## src/design/sssfc_pkg.sv

```systemverilog
`default_nettype none
package sssfc_pkg;
  localparam int unsigned CLK_HZ       = 40000000;
  localparam int unsigned TEST_US      = 450;
  localparam int unsigned TEST_CYC     = (CLK_HZ / 1000000) * TEST_US;
  localparam int unsigned ON_DELAY_MS  = 1000;
  localparam int unsigned ON_DELAY_CYC = (CLK_HZ / 1000) * ON_DELAY_MS;
  localparam int unsigned LOSS_MS      = 10;
  localparam int unsigned LOSS_CYC     = (CLK_HZ / 1000) * LOSS_MS;
  localparam int unsigned TEST_GAP_MS  = 100;
  localparam int unsigned TEST_GAP_CYC = (CLK_HZ / 1000) * TEST_GAP_MS;
  localparam int unsigned DIGIT_MS     = 1000;
  localparam int unsigned DIGIT_CYC    = (CLK_HZ / 1000) * DIGIT_MS;
  localparam int unsigned SHORT_MS     = 150;
  localparam int unsigned SHORT_CYC    = (CLK_HZ / 1000) * SHORT_MS;
  localparam int unsigned PAUSE_MS     = 2000;
  localparam int unsigned PAUSE_CYC    = (CLK_HZ / 1000) * PAUSE_MS;
  localparam int unsigned PARTIAL_MS   = 250;
  localparam int unsigned PARTIAL_CYC  = (CLK_HZ / 1000) * PARTIAL_MS;
  localparam int unsigned CNT_W        = 32;
  localparam int unsigned PREAMBLE_N   = 3;
  // Fault codes: four nibbles, first digit in the top nibble.
  localparam logic [15:0] CODE_STARTUP = 16'h141f;
  localparam logic [15:0] CODE_LOW1    = 16'h1cff;
  localparam logic [15:0] CODE_LOW2    = 16'h1dff;
  localparam logic [15:0] CODE_HIGH1   = 16'heff_f;
  localparam logic [15:0] CODE_HIGH2   = 16'hffff;
  localparam logic [2:0]  LEN_STARTUP  = 3'h3;
  localparam logic [2:0]  LEN_LOW      = 3'h2;
  localparam logic [2:0]  LEN_HIGH     = 3'h1;
endpackage
`default_nettype wire

```

## src/design/sssfc_top.sv

```systemverilog
`timescale 1ns/1ps
`default_nettype none
// Status lamps, fault latch and safe output control of the gate switch.
module sssfc_top #(
  parameter int unsigned ON_DELAY_CYC = sssfc_pkg::ON_DELAY_CYC,
  parameter int unsigned LOSS_CYC     = sssfc_pkg::LOSS_CYC,
  parameter int unsigned TEST_GAP_CYC = sssfc_pkg::TEST_GAP_CYC,
  parameter int unsigned PARTIAL_CYC  = sssfc_pkg::PARTIAL_CYC,
  parameter int unsigned SHORT_CYC    = sssfc_pkg::SHORT_CYC,
  parameter int unsigned DIGIT_CYC    = sssfc_pkg::DIGIT_CYC,
  parameter int unsigned PAUSE_CYC    = sssfc_pkg::PAUSE_CYC
) (
  input  wire logic       clk_i,
  input  wire logic       srst_i,
  input  wire logic       actuator_i,
  input  wire logic [1:0] input_ch_i,
  input  wire logic       supply_voltage_ok_i,
  input  wire logic [1:0] safe_switching_output_sense_i,
  output logic [1:0]      safe_switching_output_o,
  output logic            lamp_green_o,
  output logic            lamp_red_o,
  output logic            lamp_gate_o,
  output logic            lamp_input_o
);
  // Every outside input except srst_i passes two flip-flops first.
  logic       act_m_q, act_q, sup_m_q, sup_q;
  logic [1:0] in_m_q, in_q, sns_m_q, sns_q;
  always_ff @(posedge clk_i) begin
    act_m_q <= actuator_i;
    act_q   <= act_m_q;
    in_m_q  <= input_ch_i;
    in_q    <= in_m_q;
    sup_m_q <= supply_voltage_ok_i;
    sup_q   <= sup_m_q;
    sns_m_q <= safe_switching_output_sense_i;
    sns_q   <= sns_m_q;
  end

  // Switch-on delay; a fault on the sense lines here means outside voltage.
  logic [31:0] on_tmr_q;
  logic        ready_q;
  always_ff @(posedge clk_i) begin
    if (srst_i) begin
      on_tmr_q <= 32'h0;
      ready_q  <= 1'b0;
    end else if (!ready_q) begin
      if (on_tmr_q == ON_DELAY_CYC - 1) begin
        ready_q <= 1'b1;
      end else begin
        on_tmr_q <= on_tmr_q + 32'h1;
      end
    end
  end

  // Input supply loss filter: sustained loss drops the outputs.
  logic [31:0] loss_tmr_q;
  logic        lost_q;
  always_ff @(posedge clk_i) begin
    if (srst_i || sup_q) begin
      loss_tmr_q <= 32'h0;
      lost_q     <= 1'b0;
    end else if (loss_tmr_q == LOSS_CYC - 1) begin
      lost_q <= 1'b1;
    end else begin
      loss_tmr_q <= loss_tmr_q + 32'h1;
    end
  end

  // Partial operation: one channel fell while the other stayed high.
  // No time window applies to the two channels, so nothing times out.
  logic [1:0] in_prev_q;
  logic       partial_q;
  always_ff @(posedge clk_i) begin
    if (srst_i) begin
      in_prev_q <= 2'h0;
      partial_q <= 1'b0;
    end else begin
      in_prev_q <= in_q;
      if (in_q == 2'h0) begin
        partial_q <= 1'b0;
      end else if ((in_prev_q == 2'h3) && (in_q != 2'h3)) begin
        partial_q <= 1'b1;
      end
    end
  end

  // Safe outputs are requested on when ready, supply not lost, no partial operation latched, both input channels high and actuator present.
  logic enable_q;
  always_ff @(posedge clk_i) begin
    if (srst_i) begin
      enable_q <= 1'b0;
    end else begin
      enable_q <= ready_q && !lost_q && act_q && (in_q == 2'h3) &&
                  !partial_q;
    end
  end

  // Test pulse generator: alternates a pulse on each output.
  logic [31:0] tp_tmr_q;
  logic        tp_act_q;
  logic        tp_sel_q;
  always_ff @(posedge clk_i) begin
    if (srst_i) begin
      tp_tmr_q <= 32'h0;
      tp_act_q <= 1'b0;
      tp_sel_q <= 1'b0;
    end else if (tp_act_q) begin
      if (tp_tmr_q == sssfc_pkg::TEST_CYC - 1) begin
        tp_act_q <= 1'b0;
        tp_tmr_q <= 32'h0;
        tp_sel_q <= ~tp_sel_q;
      end else begin
        tp_tmr_q <= tp_tmr_q + 32'h1;
      end
    end else if (tp_tmr_q == TEST_GAP_CYC - 1) begin
      tp_act_q <= 1'b1;
      tp_tmr_q <= 32'h0;
    end else begin
      tp_tmr_q <= tp_tmr_q + 32'h1;
    end
  end

  // Fault latch is cleared only by reset, i.e. a power cycle.
  logic        fault_q;
  logic [15:0] code_q;
  logic [2:0]  len_q;
  logic [1:0]  drv1_q;
  logic [1:0]  drv2_q;
  logic [1:0]  held_on;
  logic [1:0]  held_off;

  // Drive history lined up with the two-stage sense sync. A bit is judged
  // only once it held for two cycles, so edges and test pulses never look
  // like a short; the check adds no detection latency beyond the two-cycle sync.
  always_ff @(posedge clk_i) begin
    if (srst_i) begin
      drv1_q <= 2'h0;
      drv2_q <= 2'h0;
    end else begin
      drv1_q <= safe_switching_output_o;
      drv2_q <= drv1_q;
    end
  end
  assign held_on  = drv1_q & drv2_q;
  assign held_off = ~(drv1_q | drv2_q);

  // Only the first fault is latched, so its code is never overwritten.
  always_ff @(posedge clk_i) begin
    if (srst_i) begin
      fault_q <= 1'b0;
      code_q  <= 16'h0;
      len_q   <= 3'h0;
    end else if (!fault_q) begin
      if (!ready_q && (sns_q != 2'h0) && (on_tmr_q > 32'h2)) begin
        fault_q <= 1'b1;
        code_q  <= sssfc_pkg::CODE_STARTUP;
        len_q   <= sssfc_pkg::LEN_STARTUP;
      end else if (ready_q && held_on[0] && !sns_q[0]) begin
        fault_q <= 1'b1;
        code_q  <= sssfc_pkg::CODE_LOW1;
        len_q   <= sssfc_pkg::LEN_LOW;
      end else if (ready_q && held_on[1] && !sns_q[1]) begin
        fault_q <= 1'b1;
        code_q  <= sssfc_pkg::CODE_LOW2;
        len_q   <= sssfc_pkg::LEN_LOW;
      end else if (ready_q && enable_q && held_off[0] && sns_q[0] &&
                   tp_act_q && !tp_sel_q) begin
        fault_q <= 1'b1;
        code_q  <= sssfc_pkg::CODE_HIGH1;
        len_q   <= sssfc_pkg::LEN_HIGH;
      end else if (ready_q && enable_q && held_off[1] && sns_q[1] &&
                   tp_act_q && tp_sel_q) begin
        fault_q <= 1'b1;
        code_q  <= sssfc_pkg::CODE_HIGH2;
        len_q   <= sssfc_pkg::LEN_HIGH;
      end
    end
  end

  // Drive with the test pulse cut into one output at a time.
  always_ff @(posedge clk_i) begin
    if (srst_i) begin
      safe_switching_output_o <= 2'h0;
    end else if (enable_q && !fault_q) begin
      safe_switching_output_o[0] <= !(tp_act_q && !tp_sel_q);
      safe_switching_output_o[1] <= !(tp_act_q && tp_sel_q);
    end else begin
      safe_switching_output_o <= 2'h0;
    end
  end

  // Partial-operation blink timer.
  logic [31:0] blink_tmr_q;
  logic        blink_q;
  always_ff @(posedge clk_i) begin
    if (srst_i) begin
      blink_tmr_q <= 32'h0;
      blink_q     <= 1'b0;
    end else if (blink_tmr_q == PARTIAL_CYC - 1) begin
      blink_tmr_q <= 32'h0;
      blink_q     <= ~blink_q;
    end else begin
      blink_tmr_q <= blink_tmr_q + 32'h1;
    end
  end

  logic flash;
  sssfc_flasher #(
    .SHORT_CYC (SHORT_CYC),
    .DIGIT_CYC (DIGIT_CYC),
    .PAUSE_CYC (PAUSE_CYC)
  ) u_flasher (
    .clk_i  (clk_i),
    .srst_i (srst_i),
    .run_i  (fault_q),
    .code_i (code_q),
    .len_i  (len_q),
    .lamp_o (flash)
  );

  // Lamp drivers; under a fault both gate and input lamps show the code.
  always_ff @(posedge clk_i) begin
    if (srst_i) begin
      lamp_green_o <= 1'b0;
      lamp_red_o   <= 1'b0;
      lamp_gate_o  <= 1'b0;
      lamp_input_o <= 1'b0;
    end else begin
      lamp_green_o <= ready_q && !fault_q;
      lamp_red_o   <= fault_q;
      if (fault_q) begin
        lamp_gate_o  <= flash;
        lamp_input_o <= flash;
      end else begin
        lamp_gate_o  <= act_q;
        lamp_input_o <= partial_q ? blink_q : (in_q == 2'h3);
      end
    end
  end
endmodule
`default_nettype wire

```

## src/design/sssfc_flasher.sv

```systemverilog
`timescale 1ns/1ps
`default_nettype none
// Flash code sequencer: preamble of short flashes, then up to four digits.
module sssfc_flasher #(
  parameter int unsigned SHORT_CYC = sssfc_pkg::SHORT_CYC,
  parameter int unsigned DIGIT_CYC = sssfc_pkg::DIGIT_CYC,
  parameter int unsigned PAUSE_CYC = sssfc_pkg::PAUSE_CYC
) (
  input  wire logic        clk_i,
  input  wire logic        srst_i,
  input  wire logic        run_i,
  input  wire logic [15:0] code_i,
  input  wire logic [2:0]  len_i,
  output logic             lamp_o
);
  typedef enum logic [2:0] {
    SSSFC_IDLE, SSSFC_PRE_ON, SSSFC_PRE_OFF, SSSFC_PAUSE,
    SSSFC_DIG_ON, SSSFC_DIG_OFF, SSSFC_GAP
  } sssfc_fl_e;

  sssfc_fl_e   state_q;
  logic [31:0] tmr_q;
  logic [4:0]  cnt_q;
  logic [2:0]  dig_q;

  // Zero digit is sent as sixteen flashes.
  function automatic logic [4:0] flashes(input logic [15:0] c,
                                         input logic [2:0] i);
    logic [3:0] n;
    n = c[15 - 4 * i -: 4];
    flashes = (n == 4'h0) ? 5'h10 : {1'b0, n};
  endfunction

  // Each interval lives in tmr_q; on expiry the next phase is loaded.
  always_ff @(posedge clk_i) begin
    if (srst_i || !run_i) begin
      state_q <= SSSFC_IDLE;
      tmr_q   <= 32'h0;
      cnt_q   <= 5'h0;
      dig_q   <= 3'h0;
      lamp_o  <= 1'b0;
    end else if (tmr_q != 32'h0) begin
      tmr_q <= tmr_q - 32'h1;
    end else begin
      case (state_q)
        SSSFC_IDLE, SSSFC_GAP: begin
          if (state_q == SSSFC_IDLE || dig_q == len_i) begin
            state_q <= SSSFC_PRE_ON;
            cnt_q   <= 5'(sssfc_pkg::PREAMBLE_N);
            dig_q   <= 3'h0;
            lamp_o  <= 1'b1;
            tmr_q   <= SHORT_CYC - 1;
          end else begin
            state_q <= SSSFC_DIG_ON;
            cnt_q   <= flashes(code_i, dig_q);
            lamp_o  <= 1'b1;
            tmr_q   <= DIGIT_CYC / 2 - 1;
          end
        end
        SSSFC_PRE_ON: begin
          state_q <= SSSFC_PRE_OFF;
          lamp_o  <= 1'b0;
          tmr_q   <= SHORT_CYC - 1;
          cnt_q   <= cnt_q - 5'h1;
        end
        SSSFC_PRE_OFF: begin
          if (cnt_q != 5'h0) begin
            state_q <= SSSFC_PRE_ON;
            lamp_o  <= 1'b1;
            tmr_q   <= SHORT_CYC - 1;
          end else begin
            state_q <= SSSFC_PAUSE;
            tmr_q   <= PAUSE_CYC - 1;
          end
        end
        SSSFC_PAUSE: begin
          state_q <= SSSFC_DIG_ON;
          cnt_q   <= flashes(code_i, 3'h0);
          lamp_o  <= 1'b1;
          tmr_q   <= DIGIT_CYC / 2 - 1;
        end
        SSSFC_DIG_ON: begin
          state_q <= SSSFC_DIG_OFF;
          lamp_o  <= 1'b0;
          tmr_q   <= DIGIT_CYC / 2 - 1;
          cnt_q   <= cnt_q - 5'h1;
        end
        SSSFC_DIG_OFF: begin
          if (cnt_q != 5'h0) begin
            state_q <= SSSFC_DIG_ON;
            lamp_o  <= 1'b1;
            tmr_q   <= DIGIT_CYC / 2 - 1;
          end else begin
            state_q <= SSSFC_GAP;
            dig_q   <= dig_q + 3'h1;
            tmr_q   <= PAUSE_CYC - 1;
          end
        end
        default: state_q <= SSSFC_IDLE;
      endcase
    end
  end
endmodule
`default_nettype wire

```

## config.mk

```make
export PLATFORM = sky130hd
export DESIGN_NAME = sssfc_top
export DESIGN_NICKNAME = d
export VERILOG_FILES = /design/src/design/sssfc_pkg.sv /design/src/design/sssfc_top.sv /design/src/design/sssfc_flasher.sv
export SDC_FILE = /design/constraint.sdc
export NUM_CORES = 1
export LEC_CHECK = 0
export BUFFER_PORTS_ARGS = -buffer_cell sky130_fd_sc_hd__buf_4
export CAP_MARGIN = 20
export CORE_UTILIZATION = 50
export DETAILED_ROUTE_END_ITERATION = 6
export HOLD_SLACK_MARGIN = 0.15
export PLACE_DENSITY = 0.68
export SLEW_MARGIN = 20
export SYNTH_ARGS = -nofsm -noshare
export SYNTH_HDL_FRONTEND = slang
export SYNTH_SLANG_ARGS = --single-unit
```

## constraint.sdc

```tcl
create_clock -name clk_i -period 2.26 [get_ports clk_i]
set_clock_uncertainty 0.05 [all_clocks]
set_input_delay 0.113 -clock clk_i [delete_from_list [all_inputs] [get_ports clk_i]]
set_output_delay 0.113 -clock clk_i [all_outputs]
set_load 0.05 [all_outputs]
```

==> run_results.csv <==
group,metric,value,unit
timing,hold_viol,0,
die,rows,51,
die,die_area,20900,µm²
pwr,powerDensity,976,nW/µm²
clock_network,root_buffer,"clkbuf_16",
grt,gr-max-usage-layer,"met2",
die,die_w,145,µm
grt,grt_use_total,22.7,%
grt,grt_pass1_vias,8353,
place,dpl_cell_area,11200,µm²
worst_setup_path,r2r_slack,0.006,ns
synthesis,synth_seq_cells,211,
synthesis,synth_top_family_by_area,"simple AND/OR/NAND/NOR gates",
pwr,p_comb_share,31.7,%
place,hpwl,15.5,mm
pwr,power.leakage,4.42,nW
timing,setup_slack,0.00611,ns
pwr,ir_worst_vdd,0.656,mV
clock_network,h-tree-depth,1,
synthesis,synth_warnings,0,
clock_network,clock_latency,0.52,ns
place,pre_cts_slack,-0.0359,ns
grt,grt_pass1_wl,39.3,mm
grt,grt_antenna_before_repair,0,
worst_setup_path,arrival,2.65,ns
job,max_cap_violations,0,
timing,setup_violations,0,
worst_setup_path,startpoint,"u_flasher.tmr_q[20]",
worst_setup_path,rr_worst_depth,5,
timing,holdWs,0.190,ns
route,first_iter_violations,632,
layout,syn_to_final_growth,20.1,%
worst_setup_path,required,2.66,ns
pwr,internal_power,8.34,mW
clock_network,clk_path_buf_depth,3,
synthesis,async_flop_share,0,%
pwr,power,11.9,mW
timing,rsz0062_at_grt,"yes",
clock_network,numCtsBuffers,23,
route,remaining_drc_errors,0,
layout,nets,1300,
synthesis,synth_xor_area_share,9.47,%
grt,gr-usage-met3,2.60,%
timing,slew_headroom,56.2,%
synthesis,avgSynthCellArea,8.47,µm²
die,die_h,145,µm
synthesis,synth_simple_gate_area_share,32.2,%
grt,grt_max_degree,48,
synthesis,ys_types,73,
clock_network,cts_tree,"built",
pwr,clock_power_share,34.8,%
place,gp_congestion,0.858,
synthesis,ys.flop_type,"dfxtp_1",
layout,fill_cells,1739,
worst_setup_path,cp_max_fo,2,
grt,grtUsageMet2,38.6,%
die,initial_core_util,51.6,%
worst_setup_path,endpoint,"u_flasher.lamp_o",
layout,final_layout_size_suffix_gt1_share,15.8,%
synthesis,synth_edf_count,0,
worst_setup_path,start_kind,"flop",
pwr,pwr-share-seq,33.5,%
synthesis,syn_area,10200,µm²
layout,post-route-util,62.0,%
timing,finalCritPeriodShare,99.7,%
grt,met1_usage,30.5,%
place,port_buffers,13,
worst_setup_path,worstSetupPathType,"reg -> reg",
worst_setup_path,end_kind,"flop",
synthesis,synth_compound_area_share,10.8,%
timing,slew_viol_final,0,
hold_path,min_path_cells,2,
pwr,switching_share,30.0,%
clock_network,cts_sinks,211,
pwr,p_switching,3.58,mW
timing,tightestPinTransition,0.654,ns
hold_path,hold_path_class,"in -> reg",
layout,diodes,0,
die,fp.coreArea,19700,µm²
synthesis,synthAdderAreaFrac,1.21,%
clock_network,clkTransAtPathRegs,0.06,ns
route,wire_per_inst,14.7,µm
route,vias,8964,
worst_setup_path,timing.rr.end,"u_flasher.lamp_o",
route,totalWireLength,23.0,mm
die,ios,14,
timing,fin_crit,2.25,ns
grt,overflow,0,
synthesis,yosysSeqAreaShare,41.5,%
layout,stdcell_area,12200,µm²
synthesis,synth_fp_nets,1218,
status,status,"completed",
worst_setup_path,worstReg2RegStart,"u_flasher.tmr_q[20]",
synthesis,muxShareOfSynthArea,1.57,%
route,drt_pass1_iterations,6,
route,ant_nets,0,
route,viasPerCell,5.73,
timing,fmaxAchievable,0.444,GHz
synthesis,synthCells,1201,
cell families (layout without fill, tap and decap cells):
family,after synthesis,after routing
and+or+nand+nor,595,595
DFF,211,211
AOI/OAI and AO/OA,174,174
xor gates and xnor gates,110,110
buffers and inverters,86,185
muxes,15,15
adders and majority gates,10,10
how the worst min path moves through the flow:
stage,startpoint,slack (ns),endpoint
CTS,supply_voltage_ok_i,0.17,sup_m_q
global placement,safe_switching_output_sense_i[1],0.17,sns_m_q[1]
detailed placement,supply_voltage_ok_i,0.17,sup_m_q
floorplan,actuator_i,0.09,act_m_q
global route,supply_voltage_ok_i,0.18,sup_m_q
finish,supply_voltage_ok_i,0.19,sup_m_q
area by class of cell:
cell class | count | area, µm² | share of cell area, %
clock buffer | 30 | 652 | 5.33
clock inverter | 12 | 204 | 1.67
inverter | 28 | 105 | 0.860
multi-input combinational | 904 | 5760 | 47.1
sequential | 211 | 4230 | 34.6
tap | 265 | 332 | 2.71
timing repair buffer | 115 | 937 | 7.67
critical path, cell delays in order (launching register included):
cell,delay [ns]
dfxtp_2,0.32
or4_4,0.53
or4_4,0.57
or2_4,0.25
or3_1,0.34
a21oi_1,0.13
power by group through the flow:
stage,Combinational [mW],Sequential [mW],Clock [mW]
floorplan,1.98,4.07,0
global placement,3.29,4.07,0
detailed placement,3.33,4.07,0
CTS,3.46,3.99,4.25
global route,4.11,4.02,4.37
finish,3.78,4.00,4.15
per-stage QoR:
stage	setup TNS, ns	cells
after floorplan	-0.0718	1201
after global placement	0	1515
after detailed placement	-0.169	1515
after CTS	0	1564
after global routing	-0.578	1565
final	0	1565
Yosys cell counts (3+ instances only):
library cell  number  share of area [%]
buf_2              3               0.15
xor2_1            49                4.2
ha_1               9                1.1
nand4_1           48                3.0
dfxtp_1          211                 42
nor2b_1           20                1.2
nand2_1           64                2.4
xnor2_1           61                5.3
nor4bb_1           3               0.30
mux2_2             8               0.89
a31o_2             3               0.26
nor4_1            49                3.0
buf_1              7               0.26
nor2_1           134                4.9
a211oi_1           8               0.59
or3_1             19                1.2
clkbuf_1          47                1.7
and2_1             7               0.43
or4_1             31                2.3
nand3_1           61                3.0
or2_2              6               0.37
nor3_1            68                3.3
mux2i_1            7               0.69
and3_1            27                1.7
a21o_1             4               0.30
and4_1            15                1.3
nand2b_1           8               0.49
a31oi_1            3               0.18
nor4b_1            9               0.77
nor3b_1            7               0.52
inv_1             27                1.0
o21ai_0           35                1.7
o31ai_1           21                1.5
nand4b_1           3               0.26
o21a_1             5               0.37
a21oi_1           65                3.2
flip-flops by register name, indices dropped and copies added (netlist names), 2 cells and up:
name / count
len_q: 2
in_prev_q: 2
tp_tmr_q: 32
safe_switching_output_o: 2
code_q: 5
u_flasher.cnt_q: 5
in_m_q: 2
drv1_q: 2
in_q: 2
drv2_q: 2
u_flasher.dig_q: 3
on_tmr_q: 32
blink_tmr_q: 32
u_flasher.state_q: 3
sns_q: 2
loss_tmr_q: 32
sns_m_q: 2
u_flasher.tmr_q: 32
what timing repair did:
item,4_1_cts,5_1_grt
pin swaps,3,9
buffers inserted,0,1
setup endpoints to repair,21,46
gates resized for setup,9,27
hold buffers,7,0
endpoints found under the hold margin,39,0
cell usage in the layout, fill, tap and decap left out, drive strengths merged, types with 35 or more instances in the layout:
cell and count:
nand3 61, dfxtp 211, buf 108, nor2 134
nor3 68, nand4 49, nor4 51, xnor2 61
a21oi 65, nand2 64, o21ai 35, xor2 49
per-layer routing:
layer	routed length [µm]	part of all wire, %
met5	0	0
met4	459	2.0
met3	738	3.2
met2	10800	47
met1	11000	48
No activity file was read; power rests on OpenSTA's default activity.
